<file path="src/hw/fapc_pkg.sv">
// package with register layout, lock and space encodings for flash access
package fapc_pkg;
   localparam logic [7:0] FAPC_FLASH_CONTROL_ADDR = 8'hd1;
   localparam logic [7:0] FAPC_FLASH_CONTROL_RESET = 8'h00;
   localparam int FAPC_KEY_HI = 7;
   localparam int FAPC_KEY_LO = 4;
   localparam int FAPC_LATCH_MAP_BIT = 3;
   localparam int FAPC_SPACE_HI = 2;
   localparam int FAPC_SPACE_LO = 1;
   localparam int FAPC_BUSY_BIT = 0;
   localparam logic [3:0] FAPC_KEY_ARM = 4'h5;
   localparam logic [3:0] FAPC_KEY_GO = 4'ha;
   // delivered lock state: level 4 (lock bit two programmed, active high)
   localparam logic [2:0] FAPC_LOCK_DELIVERED = 3'h4;
   // erase and program phase lengths in ns (plain defaults)
   localparam int FAPC_ERASE_NS = 100;
   localparam int FAPC_PROG_NS = 100;
   localparam int FAPC_CLK_NS = 5;
   localparam int FAPC_ERASE_CYC =
      (FAPC_ERASE_NS + FAPC_CLK_NS - 1) / FAPC_CLK_NS;
   localparam int FAPC_PROG_CYC =
      (FAPC_PROG_NS + FAPC_CLK_NS - 1) / FAPC_CLK_NS;

   typedef enum logic [1:0] {
      FAPC_SPACE_USER = 2'b00,
      FAPC_SPACE_EXTRA_ROW = 2'b01,
      FAPC_SPACE_SECURITY = 2'b10,
      FAPC_SPACE_RSVD = 2'b11
   } fapc_space_t;

   typedef enum logic [1:0] {
      FAPC_ST_IDLE = 2'b00,
      FAPC_ST_ARMED = 2'b01,
      FAPC_ST_ERASE = 2'b10,
      FAPC_ST_PROG = 2'b11
   } fapc_state_t;

   typedef enum logic [1:0] {
      FAPC_EXEC_BOOT = 2'b00,
      FAPC_EXEC_USER = 2'b01,
      FAPC_EXEC_EXT = 2'b10
   } fapc_exec_t;
endpackage

</file>
<file path="src/hw/fapc_flash_access_protect_ctrl.sv">
// flash control register, launch sequencer, lock levels and access decode
module fapc_flash_access_protect_ctrl
   import fapc_pkg::*;
#(
   parameter int ERASE_CYCLES = FAPC_ERASE_CYC,
   parameter int PROG_CYCLES = FAPC_PROG_CYC
) (
   input wire logic clock,
   input wire logic rst_n,
   input wire logic sfr_wr,
   input wire logic [7:0] sfr_addr,
   input wire logic [7:0] sfr_wdata,
   output logic [7:0] flash_control_rdata,
   input wire logic instr_done,
   input wire logic par_prog_mode,
   input wire logic par_lock_wr,
   input wire logic [2:0] par_lock_wdata,
   input wire logic par_prog_req,
   input wire logic par_verify_req,
   output logic par_prog_allow,
   output logic par_verify_allow,
   input wire logic external_access_pin,
   output logic ext_access_latched,
   output logic [1:0] security_level,
   input wire logic [1:0] exec_from,
   input wire logic code_rollover,
   output logic ext_code_int_read_ok,
   output logic rollover_exec_ok,
   input wire logic eeprom_window_enable,
   output logic data_rd_eeprom,
   output logic data_wr_eeprom,
   output logic data_wr_latch,
   output logic [1:0] code_read_space,
   output logic [3:0] read_allow,
   output logic [3:0] write_allow,
   input wire logic cpu_idle,
   output logic flash_erase,
   output logic flash_program
);
   // read_allow/write_allow bits: 3 boot, 2 user, 1 eeprom, 0 security byte
   // write_allow bit 3 is the extra row instead of boot flash

   // counts must fit the 16-bit phase counter
   if (ERASE_CYCLES < 1 || ERASE_CYCLES > 65535) begin : g_bad_erase
      $error("bad erase count");
   end
   if (PROG_CYCLES < 1 || PROG_CYCLES > 65535) begin : g_bad_prog
      $error("bad prog count");
   end

   logic [3:0] key_reg;
   logic latch_map_select_reg;
   logic [1:0] space_select_reg;
   logic program_in_progress_reg;
   // lock bits have no reset; they come up in the delivered state
   logic [2:0] lock_reg = FAPC_LOCK_DELIVERED;
   logic ext_access_reg;
   logic ext_access_taken_reg;
   fapc_state_t state_reg, state_next;
   logic [15:0] cnt_reg, cnt_next;
   logic [1:0] op_space_reg;

   wire ctl_wr = sfr_wr && (sfr_addr == FAPC_FLASH_CONTROL_ADDR);
   wire [3:0] wr_key = sfr_wdata[FAPC_KEY_HI:FAPC_KEY_LO];
   wire lock0 = lock_reg[0];
   wire lock1 = lock_reg[1];
   wire lock2 = lock_reg[2];
   wire level_ge2 = lock0 | lock1 | lock2;
   wire level_ge3 = lock1 | lock2;
   wire is_ext = (exec_from == FAPC_EXEC_EXT) || code_rollover;
   wire is_boot = (exec_from == FAPC_EXEC_BOOT) && !code_rollover;
   wire arm_ok = ctl_wr && (wr_key == FAPC_KEY_ARM);
   wire go_ok = ctl_wr && (wr_key == FAPC_KEY_GO) &&
                (sfr_wdata[FAPC_SPACE_HI:FAPC_SPACE_LO] !=
                 FAPC_SPACE_RSVD);
   wire [1:0] lvl_next = lock2 ? 2'h3 : lock1 ? 2'h2 : lock0 ? 2'h1 : 2'h0;

   // launch sequencer: arm, go, erase then program
   always_comb begin
      state_next = state_reg;
      cnt_next = cnt_reg;
      case (state_reg)
         FAPC_ST_IDLE: begin
            if (arm_ok) state_next = FAPC_ST_ARMED;
         end
         FAPC_ST_ARMED: begin
            if (go_ok) begin
               state_next = FAPC_ST_ERASE;
               cnt_next = 16'(ERASE_CYCLES - 1);
            end else if (arm_ok) begin
               state_next = FAPC_ST_ARMED;
            end else if (ctl_wr || instr_done) begin
               state_next = FAPC_ST_IDLE;
            end
         end
         FAPC_ST_ERASE: begin
            if (cnt_reg == 16'h0000) begin
               state_next = FAPC_ST_PROG;
               cnt_next = 16'(PROG_CYCLES - 1);
            end else begin
               cnt_next = cnt_reg - 16'h0001;
            end
         end
         FAPC_ST_PROG: begin
            if (cnt_reg == 16'h0000) state_next = FAPC_ST_IDLE;
            else cnt_next = cnt_reg - 16'h0001;
         end
         default: state_next = FAPC_ST_IDLE;
      endcase
   end

   always_ff @(posedge clock) begin
      if (!rst_n) begin
         key_reg <= FAPC_FLASH_CONTROL_RESET[7:4];
         latch_map_select_reg <= 1'b0;
         space_select_reg <= 2'b00;
         program_in_progress_reg <= 1'b0;
         state_reg <= FAPC_ST_IDLE;
         cnt_reg <= 16'h0000;
         op_space_reg <= 2'b00;
      end else begin
         state_reg <= state_next;
         cnt_reg <= cnt_next;
         if (ctl_wr) begin
            key_reg <= wr_key;
            latch_map_select_reg <= sfr_wdata[FAPC_LATCH_MAP_BIT];
            space_select_reg <= sfr_wdata[FAPC_SPACE_HI:FAPC_SPACE_LO];
         end
         if (state_reg == FAPC_ST_ARMED && go_ok)
            op_space_reg <= sfr_wdata[FAPC_SPACE_HI:FAPC_SPACE_LO];
         // busy follows the sequencer only; bit 0 of a write is dropped
         program_in_progress_reg <= (state_next == FAPC_ST_ERASE) ||
                                    (state_next == FAPC_ST_PROG);
      end
   end

   // lock bits: only parallel mode writes them; reset keeps them
   always_ff @(posedge clock) begin
      if (!rst_n) begin
         ext_access_taken_reg <= 1'b0;
         ext_access_reg <= 1'b1;
      end else begin
         if (par_prog_mode && par_lock_wr && !level_ge2)
            lock_reg <= par_lock_wdata;
         if (!ext_access_taken_reg) begin
            ext_access_reg <= external_access_pin;
            ext_access_taken_reg <= 1'b1;
         end
      end
   end

   // latch-map overrides window for reads and writes; reads never see latches
   wire ea_eff_unused_guard = 1'b0;
   wire ext_access_eff = level_ge2 ? ext_access_reg : external_access_pin;
   wire rd_eep = eeprom_window_enable && !latch_map_select_reg;
   wire wr_eep = eeprom_window_enable && !latch_map_select_reg;
   wire wr_lat = latch_map_select_reg && ext_access_eff;

   wire [3:0] rd_allow_c = is_ext ? 4'b0010 : 4'b1111;
   // write bits: 3 extra row, 2 user flash, 1 eeprom, 0 security byte
   wire [3:0] wr_allow_c = is_ext ? 4'b0010 :
                           is_boot ? 4'b1111 :
                           {1'b1, cpu_idle, 1'b1, 1'b0};

   always_ff @(posedge clock) begin
      if (!rst_n) begin
         flash_control_rdata <= FAPC_FLASH_CONTROL_RESET;
         par_prog_allow <= 1'b0;
         par_verify_allow <= 1'b0;
         ext_access_latched <= 1'b0;
         security_level <= 2'h0;
         ext_code_int_read_ok <= 1'b0;
         rollover_exec_ok <= 1'b0;
         data_rd_eeprom <= 1'b0;
         data_wr_eeprom <= 1'b0;
         data_wr_latch <= 1'b0;
         code_read_space <= FAPC_SPACE_USER;
         read_allow <= 4'h0;
         write_allow <= 4'h0;
         flash_erase <= 1'b0;
         flash_program <= 1'b0;
      end else begin
         flash_control_rdata <= {key_reg, latch_map_select_reg,
                                 space_select_reg,
                                 program_in_progress_reg};
         par_prog_allow <= par_prog_mode && par_prog_req &&
                           !level_ge2;
         par_verify_allow <= par_prog_mode && par_verify_req &&
                             !level_ge3;
         ext_access_latched <= ext_access_reg;
         security_level <= lvl_next;
         ext_code_int_read_ok <= !level_ge2;
         rollover_exec_ok <= !lock2;
         data_rd_eeprom <= rd_eep;
         data_wr_eeprom <= wr_eep;
         data_wr_latch <= wr_lat;
         code_read_space <= space_select_reg;
         read_allow <= rd_allow_c;
         write_allow <= wr_allow_c;
         flash_erase <= (state_next == FAPC_ST_ERASE);
         flash_program <= (state_next == FAPC_ST_PROG);
      end
   end

   busy_reset_a: assert property (@(posedge clock) disable iff (!rst_n)
      (state_reg == FAPC_ST_IDLE && !arm_ok) |=> !program_in_progress_reg)
      else $error("busy set without launch");
   launch_seq_a: assert property (@(posedge clock) disable iff (!rst_n)
      (state_reg == FAPC_ST_ARMED && go_ok) |=> program_in_progress_reg)
      else $error("launch did not set busy");
   abort_gap_a: assert property (@(posedge clock) disable iff (!rst_n)
      (state_reg == FAPC_ST_ARMED && !ctl_wr && instr_done)
      |=> state_reg == FAPC_ST_IDLE)
      else $error("launch not aborted");
   erase_first_a: assert property (@(posedge clock) disable iff (!rst_n)
      $rose(program_in_progress_reg) |-> flash_erase && !flash_program)
      else $error("program before erase");
   lock_stable_a: assert property (@(posedge clock) disable iff (!rst_n)
      !par_prog_mode |=> $stable(lock_reg))
      else $error("lock bits changed by software");
   verify_block_a: assert property (@(posedge clock) disable iff (!rst_n)
      level_ge3 |=> !par_verify_allow)
      else $error("verify allowed when locked");
   prog_block_a: assert property (@(posedge clock) disable iff (!rst_n)
      level_ge2 |=> !par_prog_allow && !ext_code_int_read_ok)
      else $error("level 2 protection missing");
   data_read_a: assert property (@(posedge clock) disable iff (!rst_n)
      latch_map_select_reg |=> !data_rd_eeprom)
      else $error("eeprom read with latch map");
   ext_only_a: assert property (@(posedge clock) disable iff (!rst_n)
      is_ext |=> write_allow == 4'b0010 && read_allow == 4'b0010)
      else $error("external code reached flash");
   rollover_a: assert property (@(posedge clock) disable iff (!rst_n)
      lock2 |=> !rollover_exec_ok)
      else $error("roll-over allowed at level 4");
endmodule // fapc_flash_access_protect_ctrl

</file>
<file path="config.mk">
export PLATFORM = sky130hd
export DESIGN_NAME = fapc_flash_access_protect_ctrl
export DESIGN_NICKNAME = d
export VERILOG_FILES = /design/src/hw/fapc_pkg.sv /design/src/hw/fapc_flash_access_protect_ctrl.sv
export SDC_FILE = /design/constraint.sdc
export NUM_CORES = 1
export LEC_CHECK = 0
export BUFFER_PORTS_ARGS = -buffer_cell sky130_fd_sc_hd__buf_2
export CORE_AREA = 4 4 79 81
export DETAILED_ROUTE_END_ITERATION = 12
export DIE_AREA = 0 0 83 85
export PLACE_DENSITY = 0.74
export SYNTH_ARGS = -nofsm -noshare
export SYNTH_HDL_FRONTEND = slang
export SYNTH_SLANG_ARGS = --single-unit
</file>
<file path="constraint.sdc">
create_clock -name clock -period 2.21 [get_ports clock]
set_clock_uncertainty 0.2 [all_clocks]
set_input_delay 0.221 -clock clock [delete_from_list [all_inputs] [get_ports clock]]
set_output_delay 0.221 -clock clock [all_outputs]
set_load 0.02 [all_outputs]
</file>
==> qor.csv <==
stage;metric;value;unit
worst_setup_path;CP arrival;2120;ps
synth;count of different cell masters after synthesis;39;
worst_setup_path;R2R Path Start;cnt_reg[1]$_SDFFE_PN0P_;
sta;Max-Slew Margin vs Limit;0.6849;
worst_setup_path;WP data required;2250;ps
synth;Synthesis Warnings;0;
final_layout;layout cells sized above 1;0.2958;
hold_path;hold crit path type;in -> reg;
sta;setup_tns;0;ps
sta;Worst-Margin Slew;469.0;ps
clock_tree;CTS Buf Count;5;
worst_setup_path;CP startpoint;cnt_reg[1]$_SDFFE_PN0P_;
global_routing;first-pass GRT wire length;7.955;mm
global_routing;gr ovfl total;0;
global_routing;GRT Util Overall;0.1342;
routing;wirelength, routed;4.892;mm
clock_tree;H-tree depth;2;
global_routing;initial antenna violation count;0;
clock_tree;Worst-Skew Late Latency;310;ps
floorplan;Ports;63;
routing;met1 wire length;2.052;mm
run_status;status;finished, final reports clean;
synth;Cell Area, Synth;2146;µm²
synth;flops & latches, synth;55;
worst_setup_path;CP max stage cell;or4_1;
sta;Hold Fails Final Rpt;0;
worst_setup_path;CP Max Fanout;17;
synth;Mapped Avg Cell Area;9.754;µm²
pwr;leak pwr;1.321;nW
routing;DRT antenna net count;0;
routing;met3 wire length;280;µm
floorplan;Rows;27;
global_routing;largest net degree at the start of global routing;23;
routing;via count;1903;
final_layout;max reg flops;16;
run;max-cap violations;0;
worst_setup_path;Setup crit end;cnt_reg[13]$_SDFFE_PN0P_;
placement;placed cells;352;
final_layout;final cell count without fillers;383;
worst_setup_path;Critical Path Source Type;flop;
final_layout;synth-to-layout area growth;36.56;%
floorplan;Die Span X;83;µm
floorplan;Die Ht;85;µm
sta;final period utilization;0.9380;
final_layout;post-route cell area;2930;µm²
sta;final setup vio count;0;
final_layout;Final Net Count;344;
sta;FMAX;0.4824;GHz
placement;dpl hpwl;3.156;mm
worst_setup_path;r2r endpoint;cnt_reg[13]$_SDFFE_PN0P_;
worst_setup_path;CP cell instances;inv_1 -> ha_1 -> nor4bb_1 -> nand4_1 -> a22oi_2 -> buf_6 -> or4_1 -> a21oi_1;
routing;1st-iter DRT viols;55;
sta;fin crit period;2073;ps
sta;RSZ-0062 raised after global routing;no;
sta;min setup slack post-route;137.1;ps
worst_setup_path;r2r worst-path depth;8;
synth;Syn Inst Count;220;
worst_setup_path;Setup CP Type;reg -> reg;
worst_setup_path;Crit path buffers/inverters;2;
clock_tree;CTS tree;done;
placement;Post-Place Worst Slack;57.43;ps
worst_setup_path;crit path capture type;flop;
worst_setup_path;Reg2Reg Setup Slack;140;ps
routing;Top Layer Used;met4;
clock_tree;Root Driver;clkbuf_8;
final_layout;most common cell after layout, fill and taps aside;buf_2;
sta;Max Slew Vio Count;0;
floorplan;initial core utilization;0.3921;
synth;Synth Net Count;254;
pwr;Pwr per Cell Area;617.3;nW/µm²
placement;Port Buffer Count;61;
placement;area post-placement;2566;µm²
routing;met2 wire length;2.507;mm
floorplan;die area;7055;µm²
floorplan;core area;5473;µm²
routing;drt pass-1 iters;5;
routing;wire per inst;12.77;µm
pwr;Worst VDD drop;320.4;µV
final_layout;commonest cells after routing, fill and taps aside;buf_2 (61), dfxtp_1 (51), nand2_1 (24), dlygate4sd3_1 (21);
worst_setup_path;Stages on worst setup path;8;
synth;sequential area share after synthesis;0.5271;
worst_setup_path;Crit path largest cell delay;490;ps
final_layout;ANT cells;0;
placement;GPL Wtd Cong;0.7642;
global_routing;vias in the first global route;1803;
clock_tree;Longest Clk Path Bufs;2;
clock_tree;clk sinks;55;
clock_tree;Reg clk slew, reported paths;100;ps
worst_setup_path;Crit path max-delay family;simple AND/OR/NAND/NOR gates;
routing;Vias/cell;4.969;
routing;# DRC;0;
==> layout make-up <==
cell class,instances,area (µm²)
fill,482,2542
sequential,55,1132
multi-input combinational,146,942.2
timing repair buffer,97,631.9
tap,72,90.09
clock buffer,5,68.82
clock inverter,3,46.29
inverter,5,18.77
==> metal layers <==
metal	global-route usage	vias to the layer above
met5	0	-
met4	0.04012	0
met3	0.04272	5
met2	0.2434	46
met1	0.1501	894
li1	-	958
==> cells in the mapped netlist <==
master / count / area [µm²]
a21boi_0: 7 / 52.55
a21oi_1: 17 / 85.08
a22o_1: 1 / 8.760
a22oi_2: 1 / 12.51
and2_1: 17 / 106.4
and3_1: 1 / 6.260
and4_1: 1 / 8.760
and4b_1: 1 / 10.01
buf_2: 2 / 10.01
buf_4: 6 / 45.04
clkbuf_1: 6 / 22.52
dfxtp_1: 52 / 1041
edfxtp_1: 3 / 90.09
ha_1: 1 / 12.51
inv_1: 5 / 18.77
mux2i_1: 4 / 40.04
nand2_1: 24 / 90.09
nand2b_1: 2 / 12.51
nand3_1: 5 / 25.02
nand3b_1: 1 / 7.510
nand4_1: 3 / 18.77
nor2_1: 7 / 26.28
nor2b_1: 6 / 37.54
nor3_1: 4 / 20.02
nor3b_1: 1 / 7.510
nor4_1: 3 / 18.77
nor4_2: 1 / 12.51
nor4_4: 1 / 21.27
nor4bb_1: 3 / 30.03
o211a_1: 2 / 20.02
o21a_1: 1 / 7.510
o21ai_0: 5 / 25.02
o311ai_1: 1 / 8.760
o31ai_1: 6 / 45.04
o41ai_1: 2 / 17.52
or3_1: 7 / 43.79
or3b_4: 1 / 11.26
or4_1: 8 / 60.06
xor2_1: 1 / 8.760
==> where the power goes <==
group	internal (W)	leakage [nW]	switching, W
clock	0.000342	0.0548	0.000330
sequential	0.00101	0.450	0.00000398
combinational	0.0000645	0.817	0.0000584
total	0.00142	1.32	0.000393
==> worst min-delay path by stage <==
stage | endpoint | cells after the start | from | slack [ps]
2_1_floorplan | ext_access_taken_reg$_DFF_P_ | 0 | rst_n | 50
3_3_place_gp | lock_reg[2]$_DFFE_PP_ | 1 | par_lock_wdata[2] | 200
3_5_place_dp | lock_reg[2]$_DFFE_PP_ | 1 | par_lock_wdata[2] | 200
4_1_cts | read_allow[2]$_SDFF_PN0_ | 3 | code_rollover | 30
5_1_grt | write_allow[3]$_SDFF_PP0_ | 3 | code_rollover | 40
6_report | read_allow[2]$_SDFF_PN0_ | 3 | code_rollover | 50
==> timing repair <==
| action | CTS | global route |
|---|---|---|
| gates resized for setup | 0 | 5 |
| setup endpoints to repair | 0 | 16 |
| endpoints found under the hold margin | 21 | 0 |
| buffers inserted | 0 | 2 |
| hold buffers | 21 | 0 |
==> metrics by stage <==
stage          total power [W]    util  hold WS (ps)
2_1_floorplan         0.001084       -         48.72
3_3_place_gp          0.001130  0.4689         200.8
3_5_place_dp          0.001131  0.4689         199.7
4_1_cts               0.001827  0.5283         25.28
5_1_grt               0.001874  0.5354         36.33
6_report              0.001809  0.5354         47.49
==> worst min-delay path, delay by kind of cell <==
kind	cells	cell delay, ps
buffers and inverters	1	70
AND/OR/NAND/NOR	1	160
AO/OA/AOI/OAI	1	60
==> logic make-up after synthesis <==
logic type | Yosys count | share of synthesized area
flip-flops | 55 | 0.5271
XOR/XNOR | 1 | 0.004082
AO/OA/AOI/OAI | 43 | 0.1318
adder cells (fa/ha/maj) | 1 | 0.005830
buffers and inverters | 19 | 0.04490
AND/OR/NAND/NOR | 97 | 0.2676
multiplexers | 4 | 0.01866
No activity file was read; power rests on OpenSTA's default activity.
